<file path="src/rtl/cpu_alu_pkg.sv">
// constants, field layouts and types shared by the cpu arithmetic datapath
package cpu_alu_pkg;

	// ==========================================
	// apb register offsets (byte addresses)
	localparam logic [7:0] OFF_STATUS = 8'h00;
	localparam logic [7:0] OFF_CONTROL = 8'h04;
	localparam logic [7:0] OFF_INTCTL = 8'h08;
	localparam logic [7:0] OFF_MEM_IN = 8'h0c;
	localparam logic [7:0] OFF_COMMAND = 8'h10;
	localparam logic [7:0] OFF_MEM_OUT = 8'h14;
	localparam logic [7:0] OFF_ENGINE = 8'h18;
	localparam logic [1:0] WREG_PAGE = 2'h1; // paddr[7:6] of working registers 0x40..0x7c

	// ==========================================
	// status word bit positions
	localparam int ST_C = 0;
	localparam int ST_Z = 1;
	localparam int ST_OV = 2;
	localparam int ST_N = 3;
	localparam int ST_RA = 4;
	localparam int ST_IPL = 5;
	localparam int ST_DC = 8;

	// control word and interrupt control bit positions
	localparam int CC_PSV = 2;
	localparam int CC_EXT = 3;
	localparam int IC_NEST = 15;

	// ==========================================
	// reset values
	localparam logic [15:0] STATUS_RST = 16'h0000;
	localparam logic [15:0] CONTROL_RST = 16'h0000;
	localparam logic [15:0] INTCTL_RST = 16'h0000;
	localparam logic [3:0] PRIORITY_RST = 4'h0;

	// ==========================================
	// command word fields
	localparam int CMD_OP = 0;   // [4:0]
	localparam int CMD_BYTE = 5;
	localparam int CMD_SRC_MEM = 6;
	localparam int CMD_DST_MEM = 7;
	localparam int CMD_RA = 8;   // [11:8]
	localparam int CMD_RB = 12;  // [15:12]
	localparam int CMD_RD = 16;  // [19:16]
	localparam int CMD_LIT = 20; // [24:20]
	localparam int CMD_W = 25;

	// operation codes
	localparam logic [4:0] OP_ADD = 5'h00;
	localparam logic [4:0] OP_SUB = 5'h01;
	localparam logic [4:0] OP_AND = 5'h02;
	localparam logic [4:0] OP_IOR = 5'h03;
	localparam logic [4:0] OP_XOR = 5'h04;
	localparam logic [4:0] OP_ASR = 5'h05;
	localparam logic [4:0] OP_LSR = 5'h06;
	localparam logic [4:0] OP_SL = 5'h07;
	localparam logic [4:0] OP_MUL_SS = 5'h08;
	localparam logic [4:0] OP_MUL_UU = 5'h09;
	localparam logic [4:0] OP_MUL_SL = 5'h0a;
	localparam logic [4:0] OP_MUL_UL = 5'h0b;
	localparam logic [4:0] OP_MUL_US = 5'h0c;
	localparam logic [4:0] OP_MUL_BB = 5'h0d;
	localparam logic [4:0] OP_DIV_S32 = 5'h10;
	localparam logic [4:0] OP_DIV_U32 = 5'h11;
	localparam logic [4:0] OP_DIV_S16 = 5'h12;
	localparam logic [4:0] OP_DIV_U16 = 5'h13;

	// ==========================================
	// divider timing: load, one step per divisor bit, sign fix, write back
	localparam int DIV_STEPS = 16;
	localparam int DIV_CYCLES = 19;

	// engine states
	typedef enum logic [2:0] {
		ENG_IDLE,
		ENG_EXEC,
		ENG_DIV_LOAD,
		ENG_DIV_STEP,
		ENG_DIV_FIX,
		ENG_DIV_WRITE
	} engine_state_t;

endpackage : cpu_alu_pkg

</file>
<file path="src/rtl/cpu_alu_core.sv">
// cpu arithmetic datapath: status and control words, alu, multiplier, divider, shifter
`timescale 1ns/10ps

module cpu_alu_core
	import cpu_alu_pkg::*;
(
	// clock and reset
	input wire logic mclk,
	input wire logic reset,
	// apb slave
	input wire logic psel,
	input wire logic penable,
	input wire logic pwrite,
	input wire logic [7:0] paddr,
	input wire logic [31:0] pwdata,
	output logic [31:0] prdata,
	output logic pready,
	output logic pslverr,
	// core sequencing
	input wire logic repeatRunning,
	input wire logic trapEntry,
	input wire logic divideHold,
	// status to the rest of the core
	output logic [3:0] cpuPriority,
	output logic userIrqOff,
	output logic programWindowOn,
	output logic engineBusy
);

	// ==========================================
	// decoding helpers
	function automatic logic isWregAddr(input logic [7:0] a);
		isWregAddr = (a[7:6] == WREG_PAGE) && (a[1:0] == 2'h0);
	endfunction : isWregAddr

	function automatic logic msbOf(input logic [15:0] v, input logic byteMode);
		msbOf = byteMode ? v[7] : v[15];
	endfunction : msbOf

	function automatic logic isDivide(input logic [4:0] op);
		isDivide = (op[4:2] == 3'h4);
	endfunction : isDivide

	// ==========================================
	// state
	logic [15:0] wreg [16];
	logic [15:0] memOperand;
	logic [15:0] memResult;
	logic [CMD_W-1:0] cmd;
	engine_state_t state;
	engine_state_t next_state;
	logic cFlag, zFlag, ovFlag, nFlag, dcFlag, raFlag;
	logic [3:0] priorityLevel;
	logic nestDisable;
	logic [3:0] divCount;
	logic [16:0] divRem;
	logic [15:0] divQuo;
	logic [15:0] divDvs;
	logic negQ, negR, divOv;

	// ==========================================
	// apb decode
	logic setupDone, writeEdge, engineIdle, addrHit;
	logic [31:0] readWord;
	logic [15:0] statusWord, controlWord, intctlWord;

	assign setupDone = psel & penable & ~pready;
	assign writeEdge = psel & penable & pready & pwrite;
	assign engineIdle = (state == ENG_IDLE);

	// register images, unimplemented bits read zero
	always_comb begin
		statusWord = 16'h0000;
		statusWord[ST_C] = cFlag;
		statusWord[ST_Z] = zFlag;
		statusWord[ST_OV] = ovFlag;
		statusWord[ST_N] = nFlag;
		statusWord[ST_RA] = raFlag;
		statusWord[ST_IPL +: 3] = priorityLevel[2:0];
		statusWord[ST_DC] = dcFlag;
		controlWord = 16'h0000;
		controlWord[CC_EXT] = priorityLevel[3];
		controlWord[CC_PSV] = programWindowOn;
		intctlWord = 16'h0000;
		intctlWord[IC_NEST] = nestDisable;
	end

	// read mux and address check
	always_comb begin
		readWord = 32'h0000_0000;
		addrHit = 1'b1;
		if (isWregAddr(paddr)) begin
			readWord = {16'h0000, wreg[paddr[5:2]]};
		end else begin
			case (paddr)
				OFF_STATUS: readWord = {16'h0000, statusWord};
				OFF_CONTROL: readWord = {16'h0000, controlWord};
				OFF_INTCTL: readWord = {16'h0000, intctlWord};
				OFF_MEM_IN: readWord = {16'h0000, memOperand};
				OFF_COMMAND: readWord = {7'h00, cmd};
				OFF_MEM_OUT: readWord = {16'h0000, memResult};
				OFF_ENGINE: readWord = {31'h0, ~engineIdle};
				default: addrHit = 1'b0;
			endcase
		end
	end

	// one wait state, answer registered
	always_ff @(posedge mclk or posedge reset) begin
		if (reset) begin
			pready <= 1'b0;
			pslverr <= 1'b0;
			prdata <= 32'h0000_0000;
		end else begin
			pready <= setupDone;
			pslverr <= setupDone & ~addrHit;
			if (setupDone) begin
				prdata <= pwrite ? 32'h0000_0000 : readWord;
			end
		end
	end

	// ==========================================
	// operand selection and single-cycle alu
	logic [4:0] op;
	logic byteMode, srcMem, dstMem;
	logic [3:0] ra, rb, rd, lowPair, highPair;
	logic [4:0] lit;
	logic [15:0] opA, opB, bOp, aluRes;
	logic [16:0] sumW;
	logic [8:0] sumB;
	logic [4:0] sumNib;
	logic isSub, isArith, isShift, isMul, affNZ;
	logic [16:0] mulA, mulB;
	logic [33:0] product;

	assign op = cmd[CMD_OP +: 5];
	assign byteMode = cmd[CMD_BYTE];
	assign isShift = (op == OP_ASR) || (op == OP_LSR) || (op == OP_SL);
	assign srcMem = cmd[CMD_SRC_MEM] & ~isShift;
	assign dstMem = cmd[CMD_DST_MEM] & ~isShift;
	assign ra = cmd[CMD_RA +: 4];
	assign rb = cmd[CMD_RB +: 4];
	assign rd = cmd[CMD_RD +: 4];
	assign lit = cmd[CMD_LIT +: 5];
	assign lowPair = {ra[3:1], 1'b0};
	assign highPair = {ra[3:1], 1'b1};
	assign opA = srcMem ? memOperand : wreg[ra];
	assign opB = wreg[rb];
	assign isSub = (op == OP_SUB);
	assign isArith = (op == OP_ADD) || isSub;
	assign isMul = (op[4:3] == 2'h1);
	assign affNZ = (op <= OP_SL);

	// subtraction adds the inverted operand plus one, carry means no borrow
	assign bOp = isSub ? ~opB : opB;
	assign sumW = {1'b0, opA} + {1'b0, bOp} + {16'h0000, isSub};
	assign sumB = {1'b0, opA[7:0]} + {1'b0, bOp[7:0]} + {8'h00, isSub};
	assign sumNib = {1'b0, opA[3:0]} + {1'b0, bOp[3:0]} + {4'h0, isSub};

	// result of add, subtract, logic and shift
	always_comb begin
		case (op)
			OP_ADD, OP_SUB: aluRes = sumW[15:0];
			OP_AND: aluRes = opA & opB;
			OP_IOR: aluRes = opA | opB;
			OP_XOR: aluRes = opA ^ opB;
			OP_ASR: aluRes = 16'($signed(opA) >>> lit[3:0]);
			OP_LSR: aluRes = opA >> lit[3:0];
			OP_SL: aluRes = opA << lit[3:0];
			default: aluRes = 16'h0000;
		endcase
	end

	// 17x17 signed core, operands extended per mode
	always_comb begin
		case (op)
			OP_MUL_SS: begin
				mulA = {opA[15], opA};
				mulB = {opB[15], opB};
			end
			OP_MUL_SL: begin
				mulA = {opA[15], opA};
				mulB = {12'h000, lit};
			end
			OP_MUL_UL: begin
				mulA = {1'b0, opA};
				mulB = {12'h000, lit};
			end
			OP_MUL_US: begin
				mulA = {1'b0, opA};
				mulB = {opB[15], opB};
			end
			OP_MUL_BB: begin
				mulA = {9'h000, opA[7:0]};
				mulB = {9'h000, opB[7:0]};
			end
			default: begin
				mulA = {1'b0, opA};
				mulB = {1'b0, opB};
			end
		endcase
	end
	assign product = 34'($signed(mulA) * $signed(mulB));

	// ==========================================
	// divider operands
	logic divSigned, divWide;
	logic [31:0] dividend, dividendMag;
	logic [15:0] dvsMag;
	logic [16:0] divShift;
	logic [17:0] divDiff;

	assign divSigned = ~op[0];
	assign divWide = ~op[1];
	always_comb begin
		if (divWide) begin
			dividend = {wreg[highPair], wreg[lowPair]};
		end else begin
			dividend = {{16{divSigned & wreg[ra][15]}}, wreg[ra]};
		end
	end
	assign dividendMag = (divSigned & dividend[31]) ? 32'(-dividend) : dividend;
	assign dvsMag = (divSigned & wreg[rb][15]) ? 16'(-wreg[rb]) : wreg[rb];
	assign divShift = {divRem[15:0], divQuo[15]};
	assign divDiff = {1'b0, divShift} - {2'h0, divDvs};

	// ==========================================
	// engine sequencing
	always_comb begin
		next_state = state;
		case (state)
			ENG_IDLE: begin
				if (writeEdge && paddr == OFF_COMMAND) begin
					next_state = isDivide(pwdata[CMD_OP +: 5]) ? ENG_DIV_LOAD : ENG_EXEC;
				end
			end
			ENG_EXEC: next_state = ENG_IDLE;
			ENG_DIV_LOAD: next_state = divideHold ? ENG_DIV_LOAD : ENG_DIV_STEP;
			ENG_DIV_STEP: begin
				if (!divideHold && divCount == 4'(DIV_STEPS - 1)) begin
					next_state = ENG_DIV_FIX;
				end
			end
			ENG_DIV_FIX: next_state = divideHold ? ENG_DIV_FIX : ENG_DIV_WRITE;
			ENG_DIV_WRITE: next_state = divideHold ? ENG_DIV_WRITE : ENG_IDLE;
			default: next_state = ENG_IDLE;
		endcase
	end

	// state register and busy output
	always_ff @(posedge mclk or posedge reset) begin
		if (reset) begin
			state <= ENG_IDLE;
			engineBusy <= 1'b0;
		end else begin
			state <= next_state;
			engineBusy <= (next_state != ENG_IDLE);
		end
	end

	// command latch, ignored while the engine runs
	always_ff @(posedge mclk or posedge reset) begin
		if (reset) begin
			cmd <= '0;
		end else if (writeEdge && paddr == OFF_COMMAND && engineIdle) begin
			cmd <= pwdata[CMD_W-1:0];
		end
	end

	// iterative restoring divide on magnitudes, held while paused
	always_ff @(posedge mclk or posedge reset) begin
		if (reset) begin
			divCount <= 4'h0;
			divRem <= 17'h00000;
			divQuo <= 16'h0000;
			divDvs <= 16'h0000;
			negQ <= 1'b0;
			negR <= 1'b0;
			divOv <= 1'b0;
		end else if (!divideHold) begin
			case (state)
				ENG_DIV_LOAD: begin
					divCount <= 4'h0;
					divRem <= {1'b0, dividendMag[31:16]};
					divQuo <= dividendMag[15:0];
					divDvs <= dvsMag;
					negQ <= divSigned & (dividend[31] ^ wreg[rb][15]);
					negR <= divSigned & dividend[31];
					divOv <= (dvsMag == 16'h0000) || (dividendMag[31:16] >= dvsMag);
				end
				ENG_DIV_STEP: begin
					divCount <= divCount + 4'h1;
					if (!divDiff[17]) begin
						divRem <= divDiff[16:0];
						divQuo <= {divQuo[14:0], 1'b1};
					end else begin
						divRem <= divShift;
						divQuo <= {divQuo[14:0], 1'b0};
					end
				end
				ENG_DIV_FIX: begin
					if (negQ) begin
						divQuo <= 16'(-divQuo);
					end
					if (negR) begin
						divRem <= {1'b0, 16'(-divRem[15:0])};
					end
				end
				default: divCount <= divCount;
			endcase
		end
	end

	// ==========================================
	// working registers and memory-side operands
	always_ff @(posedge mclk or posedge reset) begin
		if (reset) begin
			for (int i = 0; i < 16; i++) begin
				wreg[i] <= 16'h0000;
			end
			memOperand <= 16'h0000;
			memResult <= 16'h0000;
		end else begin
			if (writeEdge && engineIdle && isWregAddr(paddr)) begin
				wreg[paddr[5:2]] <= pwdata[15:0];
			end
			if (writeEdge && engineIdle && paddr == OFF_MEM_IN) begin
				memOperand <= pwdata[15:0];
			end
			if (state == ENG_EXEC && isMul) begin
				if (op == OP_MUL_BB) begin
					wreg[rd] <= product[15:0];
				end else begin
					wreg[{rd[3:1], 1'b0}] <= product[15:0];
					wreg[{rd[3:1], 1'b1}] <= product[31:16];
				end
			end else if (state == ENG_EXEC && affNZ) begin
				// byte results touch only the low byte
				if (dstMem) begin
					memResult <= byteMode ? {memResult[15:8], aluRes[7:0]} : aluRes;
				end else begin
					wreg[rd] <= byteMode ? {wreg[rd][15:8], aluRes[7:0]} : aluRes;
				end
			end
			if (state == ENG_DIV_WRITE && !divideHold) begin
				wreg[0] <= divQuo;
				wreg[1] <= divRem[15:0];
			end
		end
	end

	// ==========================================
	// condition flags, software writes only while idle
	always_ff @(posedge mclk or posedge reset) begin
		if (reset) begin
			cFlag <= STATUS_RST[ST_C];
			zFlag <= STATUS_RST[ST_Z];
			ovFlag <= STATUS_RST[ST_OV];
			nFlag <= STATUS_RST[ST_N];
			dcFlag <= STATUS_RST[ST_DC];
		end else if (state == ENG_EXEC && affNZ) begin
			nFlag <= msbOf(aluRes, byteMode);
			if (byteMode ? (aluRes[7:0] != 8'h00) : (aluRes != 16'h0000)) begin
				zFlag <= 1'b0;
			end
			if (isArith) begin
				cFlag <= byteMode ? sumB[8] : sumW[16];
				dcFlag <= byteMode ? sumNib[4] : sumB[8];
				ovFlag <= (msbOf(opA, byteMode) == msbOf(bOp, byteMode))
					&& (msbOf(aluRes, byteMode) != msbOf(opA, byteMode));
			end
		end else if (state == ENG_DIV_WRITE && !divideHold) begin
			nFlag <= divQuo[15];
			ovFlag <= divOv;
			if (divQuo != 16'h0000) begin
				zFlag <= 1'b0;
			end
		end else if (writeEdge && engineIdle && paddr == OFF_STATUS) begin
			cFlag <= pwdata[ST_C];
			zFlag <= pwdata[ST_Z];
			ovFlag <= pwdata[ST_OV];
			nFlag <= pwdata[ST_N];
			dcFlag <= pwdata[ST_DC];
		end
	end

	// repeat loop indicator, read-only
	always_ff @(posedge mclk or posedge reset) begin
		if (reset) begin
			raFlag <= STATUS_RST[ST_RA];
		end else begin
			raFlag <= repeatRunning;
		end
	end

	// ==========================================
	// priority level, program window and nesting control
	always_ff @(posedge mclk or posedge reset) begin
		if (reset) begin
			priorityLevel <= PRIORITY_RST;
		end else begin
			if (trapEntry) begin
				priorityLevel[3] <= 1'b1; // trap entry wins over a clear
			end else if (writeEdge && paddr == OFF_CONTROL && !pwdata[CC_EXT]) begin
				priorityLevel[3] <= 1'b0;
			end
			if (writeEdge && paddr == OFF_STATUS && !nestDisable) begin
				priorityLevel[2:0] <= pwdata[ST_IPL +: 3];
			end
		end
	end
	assign cpuPriority = priorityLevel;

	// window enable and nesting disable
	always_ff @(posedge mclk or posedge reset) begin
		if (reset) begin
			programWindowOn <= CONTROL_RST[CC_PSV];
			nestDisable <= INTCTL_RST[IC_NEST];
		end else begin
			if (writeEdge && paddr == OFF_CONTROL) begin
				programWindowOn <= pwdata[CC_PSV];
			end
			if (writeEdge && paddr == OFF_INTCTL) begin
				nestDisable <= pwdata[IC_NEST];
			end
		end
	end

	// user interrupts blocked at level 7 or with the extension bit
	always_ff @(posedge mclk or posedge reset) begin
		if (reset) begin
			userIrqOff <= 1'b0;
		end else begin
			userIrqOff <= priorityLevel[3] | (priorityLevel[2:0] == 3'h7);
		end
	end

endmodule : cpu_alu_core

</file>
<file path="config.mk">
export PLATFORM = sky130hd
export DESIGN_NAME = cpu_alu_core
export DESIGN_NICKNAME = d
export VERILOG_FILES = /design/src/rtl/cpu_alu_pkg.sv /design/src/rtl/cpu_alu_core.sv
export SDC_FILE = /design/constraint.sdc
export NUM_CORES = 2
export LEC_CHECK = 0
export BUFFER_PORTS_ARGS = -buffer_cell sky130_fd_sc_hd__buf_2
export CAP_MARGIN = 10
export CORE_ASPECT_RATIO = 1.25
export CORE_UTILIZATION = 41
export CTS_CLUSTER_DIAMETER = 50
export DETAILED_ROUTE_END_ITERATION = 7
export HOLD_SLACK_MARGIN = 0.06
export SYNTH_ARGS = -nofsm -noshare
export SYNTH_HDL_FRONTEND = slang
export SYNTH_SLANG_ARGS = --single-unit
export TNS_END_PERCENT = 1
</file>
<file path="constraint.sdc">
create_clock -name mclk -period 32.5 [get_ports mclk]
set_input_delay 9.75 -clock mclk [delete_from_list [all_inputs] [get_ports mclk]]
set_output_delay 9.75 -clock mclk [all_outputs]
set_load 0.05 [all_outputs]
</file>
* After elaboration in Yosys (flattened, before gate mapping)
Index checks and enable logic that the tools add are counted.
** Storage, ports and cells
- Register bits after elaboration :: 419
** Operators by class
- $add $sub $neg :: 12
- Multiply operators :: 1
- Magnitude comparators :: 14
- Equal/unequal tests :: 36
- Shift operators :: 3
- Mux-type cells :: 93
- Bitwise gates (word level) :: 33
- Reductions and logical operators :: 56
** Operators with widths (count)
- $bwmux W256 :: 5
- $mux W256 :: 5
- $bmux W16 S4 :: 6
- $mux W16 :: 23
- $demux W16 S4 :: 4
- $pmux W25 S7 :: 1
- $mux W32 :: 4
- $pmux W16 S7 :: 1
- $pmux W16 S3 :: 2
- $pmux W17 S3 :: 1
- $neg A16 Y16 :: 3
- $ge A5 B5 Y1 const B :: 8
- $not A4 Y5 :: 8
- $pmux W17 S2 :: 1
- $mux W1 :: 33
- $mul A17 B17 Y32 :: 1
- $neg A32 Y32 :: 1
- $reduce_bool A16 Y1 :: 2
- $eq A5 B4 Y1 const B :: 5
- $mux W25 :: 1
- $eq A8 B5 Y1 const B :: 3
- $logic_and A1 B1 Y1 :: 21
- $eq A5 B3 Y1 const B :: 4
- $lt A5 B1 Y1 const B :: 4
- 54 further kinds :: 101

* Logic depth before layout (Yosys ltp)
- Word-level depth :: 15
- Depth in mapped cells :: 35
- Depth with buffers taken out :: 31

* Worst setup path after synthesis
OpenSTA, ideal clock, no wires.
- Path type :: input -> register
- From :: input pwrite
- To :: register wreg[232] in the netlist's numbering
- Data arrival time :: 12.464 ns
- Required time :: 32.367 ns
- Path slack :: 19.903 ns
- Cell stages on the path :: 11
- Path buffers :: 2
- Path through :: and4_1 -> nand2_1 -> or4_1 -> clkbuf_1 -> nor2_1 -> clkbuf_1 -> mux2_2 -> o22ai_1 -> a221oi_1 -> o21ai_0 -> o21ai_0
** Between the ends
- Longest elaborated chain between the ends :: 9
- Elaborated cells on any way between the ends :: 13
- Classes of those cells :: mux: 10; bitwise: 1; reduce/logical: 2
** Ends and longest elaborated chain
- start, declared :: RTL line cpu_alu_core.sv:13 : input wire logic pwrite,
- $and A1 B1 Y1 * :: RTL line cpu_alu_core.sv:68 : assign writeEdge = psel & penable & pready & pwrite;
- $logic_and A1 B1 Y1 * (2 in series) :: RTL line cpu_alu_core.sv:325 : if (writeEdge && engineIdle && isWregAddr(paddr)) begin
- $mux W256 * :: RTL line cpu_alu_core.sv:325
- $bwmux W256 (on tied branches) :: RTL line cpu_alu_core.sv:343, cpu_alu_core.sv:335
- $mux W256 / $bwmux W256 (equally long branches) :: RTL line cpu_alu_core.sv:340, cpu_alu_core.sv:336
- $mux W256 (on tied branches) :: RTL line cpu_alu_core.sv:338, cpu_alu_core.sv:332
- $mux W256 * :: RTL line cpu_alu_core.sv:331 : if (state == ENG_EXEC && isMul) begin
- $mux W32 * :: RTL line cpu_alu_core.sv:346 : if (state == ENG_DIV_WRITE && !divideHold) begin
- end signal, assigned by index :: RTL line cpu_alu_core.sv:333 : wreg[rd] <= product[15:0];
- end signal, assigned by index :: RTL line cpu_alu_core.sv:335 : wreg[{rd[3:1], 1'b0}] <= product[15:0];
- end signal, assigned by index :: RTL line cpu_alu_core.sv:343 : wreg[rd] <= byteMode ? {wreg[rd][15:8], aluRes[7:0]} : aluRes;
- end, declared :: RTL line cpu_alu_core.sv:46 : logic [15:0] wreg [16];
Mark *: on every way between the ends. The rest lies on a longest branch, timed or not.
A chain may end at the register's enable or synchronous reset.

==> flow_metrics.env <==
export IMPL_synth_xor_area_share=0.02045
export IMPL_synth_fa_ha_area_frac=0.1439
export IMPL_die_h_um=407.6
export IMPL_core_um2=130400
export IMPL_max_freq_mhz=77.68
export IMPL_htree_levels=3
export IMPL_seq_area_frac_synth=0.1911
export IMPL_synth_ff_type="dfrtp_1"
export IMPL_syn_area_per_cell_um2=8.707
export IMPL_ios=89
export IMPL_power_w=0.004388
export IMPL_fin_util=0.4515
export IMPL_clkTransAtPathRegs_ps=60
export IMPL_power_density_nw_per_um2=74.55
export IMPL_gr_total_overflow=0
export IMPL_worst_path_largest_cell_delay_ps=800
export IMPL_final_setup_worst_slack_ps=19630
export IMPL_cts_tree="yes"
export IMPL_dp_hpwl_um=187000
export IMPL_drive_above_1_share=0.1620
export IMPL_arrival_ps=13560
export IMPL_irDropWorstVdd_mv=0.2723
export IMPL_power_leakage_nw=26.04
export IMPL_status="completed"
export IMPL_ant_nets=0
export IMPL_cts_buffer_depth=3
export IMPL_post_cts_resized=0
export IMPL_required_ps=33190
export IMPL_worst_path_most_repeated_cell="buf_4"
export IMPL_clock_skew_ps=52.82
export IMPL_cp_max_fo=99
export IMPL_die_area_um2=133100
export IMPL_clockRootBuffer="clkbuf_16"
export IMPL_grt_pass1_wl_um=381700
export IMPL_synth_compound_gate_area_share=0.1896
export IMPL_worstSetupPathType="in -> async"
export IMPL_synth_edff_count=0
export IMPL_final_nets=6494
export IMPL_post_place_ws_ps=18810
export IMPL_synth_top_family_by_area="multiplexers"
export IMPL_async_flop_share=1.000
export IMPL_wl_um=267900
export IMPL_drtIter0Drc=8089
export IMPL_period_share=0.3961
export IMPL_hold_class="reg -> reg"
export IMPL_clk_latency_ps=690
export IMPL_rsz0062_at_grt="no"
export IMPL_wl_per_cell_um=34.39
export IMPL_synth_seq_cells=412
export IMPL_first_global_vias=52160
export IMPL_cts_hold_buf=0
export IMPL_routed_via_density=7.010
export IMPL_hold_violations=0
export IMPL_grt_start_max_net_pins=243
export IMPL_layout_commonest_cell="nand2_1"
export IMPL_area_delta_synth_final_pct=9.079
export IMPL_cp_end_kind="asynchronous set/reset pin"
export IMPL_cap_violations=0
export IMPL_grt_use_total=0.3974
export IMPL_cts_sinks=412
export IMPL_crit_chain="buf_2 > inv_8 > buf_4 > buf_4 > buf_4 > buf_4"
export IMPL_timing_slew_headroom=0.02676
export IMPL_num_vias=54610
export IMPL_synth_cells=6197
export IMPL_final_cells=7790
export IMPL_die_w_um=326.5
export IMPL_grt_antenna_before_repair=31
export IMPL_numCtsBuffers=73
export IMPL_synth_area_um2=53960
export IMPL_layout_common_cells="nand2_1, nor2_1, o21ai_0"
export IMPL_firstDrtPassIters=8
export IMPL_drv_slew=0
export IMPL_ys_types=105
export IMPL_dp_cells=7640
export IMPL_yosys_warnings=0
export IMPL_drc=0
export IMPL_rows=148
export IMPL_start_kind="input port"
export IMPL_tns_ps=0
export IMPL_cts_setup_buffers=0
export IMPL_tightest_slew_ps=1460
export IMPL_yosys_area_share_simple=0.1465
export IMPL_critical_path_slowest_cell="buf_4"
export IMPL_muxShareOfSynthArea=0.2358
export IMPL_place_congestion=1.061
export IMPL_final_min_clock_period_ps=12870
export IMPL_portBuffers=74
export IMPL_initial_core_util=0.4139
export IMPL_setup_viol=0
==> worst paths after layout <==
path                                        from               endpoint  slack, ps  depth (start not counted)
setup / recovery                           reset    cmd[10]$_DFFE_PP0P_      19630                          6
hold / removal             divDvs[9]$_DFFE_PP0P_  divDvs[9]$_DFFE_PP0P_        480                          2
setup reg to reg              cmd[9]$_DFFE_PP0P_    wreg[238]$_DFF_PP0_      21040                         28
hold reg to reg            divDvs[9]$_DFFE_PP0P_  divDvs[9]$_DFFE_PP0P_        480                          2
max in group mclk                       paddr[5]   engineBusy$_DFF_PP0_      19920                          8
min in group asynchronous                  reset     wreg[51]$_DFF_PP0_       9200                          2
==> power by group <==
| part | leakage, nW | internal, W | switching [W] |
|---|---|---|---|
| Combinational | 19.4 | 0.000804 | 0.00210 |
| Clock | 1.33 | 0.000577 | 0.000324 |
| Sequential | 5.28 | 0.000536 | 0.0000520 |
| Total | 26.0 | 0.00192 | 0.00247 |
==> synthesized netlist by cell type (all sizes together) (42+ instances only) <==
cell / number / area (um^2)
a211oi: 62 / 475.5
a21o: 44 / 330.3
a21oi: 342 / 1719
a221oi: 42 / 367.9
a31oi: 57 / 356.6
buf: 155 / 787.0
clkbuf: 381 / 1430
dfrtp: 412 / 10310
fa: 284 / 5685
ha: 166 / 2077
inv: 450 / 1689
mux2: 90 / 1017
mux2i: 321 / 3217
mux4: 377 / 8491
nand2: 874 / 3283
nand3: 126 / 640.6
nor2: 521 / 1956
nor3: 74 / 375.4
o211ai: 142 / 1066
o21ai: 464 / 2330
o22ai: 144 / 900.9
xnor2: 87 / 762.0
==> final cells by class <==
type | instances | area (um^2)
antenna | 9 | 22.52
sequential | 412 | 10340
multi-input combinational | 4803 | 40100
inverter | 452 | 1704
clock inverter | 40 | 688.2
clock buffer | 95 | 2052
timing repair buffer | 254 | 1794
tap | 1725 | 2158
fill | 12610 | 71510
==> worst max-delay path, delay by kind of cell <==
family   cells  cell delay [ps]
buf+inv      6             3590
==> cells by family after synthesis <==
kind of cell	after synthesis
buf+inv	988
compound gates	1597
fa+ha+maj	450
xor+xnor	126
other cells	1
flops	412
mux	788
simple gates	1835
==> layer usage <==
| layer | GRT usage | share of wire |
|---|---|---|
| met3 | 0.1663 | 0.15 |
| met5 | 0 | 0.00072 |
| met4 | 0.3065 | 0.096 |
| met1 | 0.4659 | 0.34 |
| met2 | 0.5726 | 0.42 |
==> flip-flops by register name (all words and copies together) (netlist names), 3 cells and up <==
signal / flops
prdata: 25
divCount: 4
cpuPriority: 4
state: 3
memOperand: 16
cmd: 25
divDvs: 16
memResult: 16
divRem: 16
divQuo: 16
wreg: 256
==> metrics by stage <==
| stage | area, um^2 | hold slack [ps] |
|---|---|---|
| floorplan | 53980 | 437.7 |
| global placement | 56010 | 463.5 |
| detailed placement | 56010 | 469.3 |
| CTS | 58750 | 481.3 |
| global route | 58830 | 495.0 |
| finish | 58850 | 476.9 |
No activity file was read; power rests on OpenSTA's default activity.
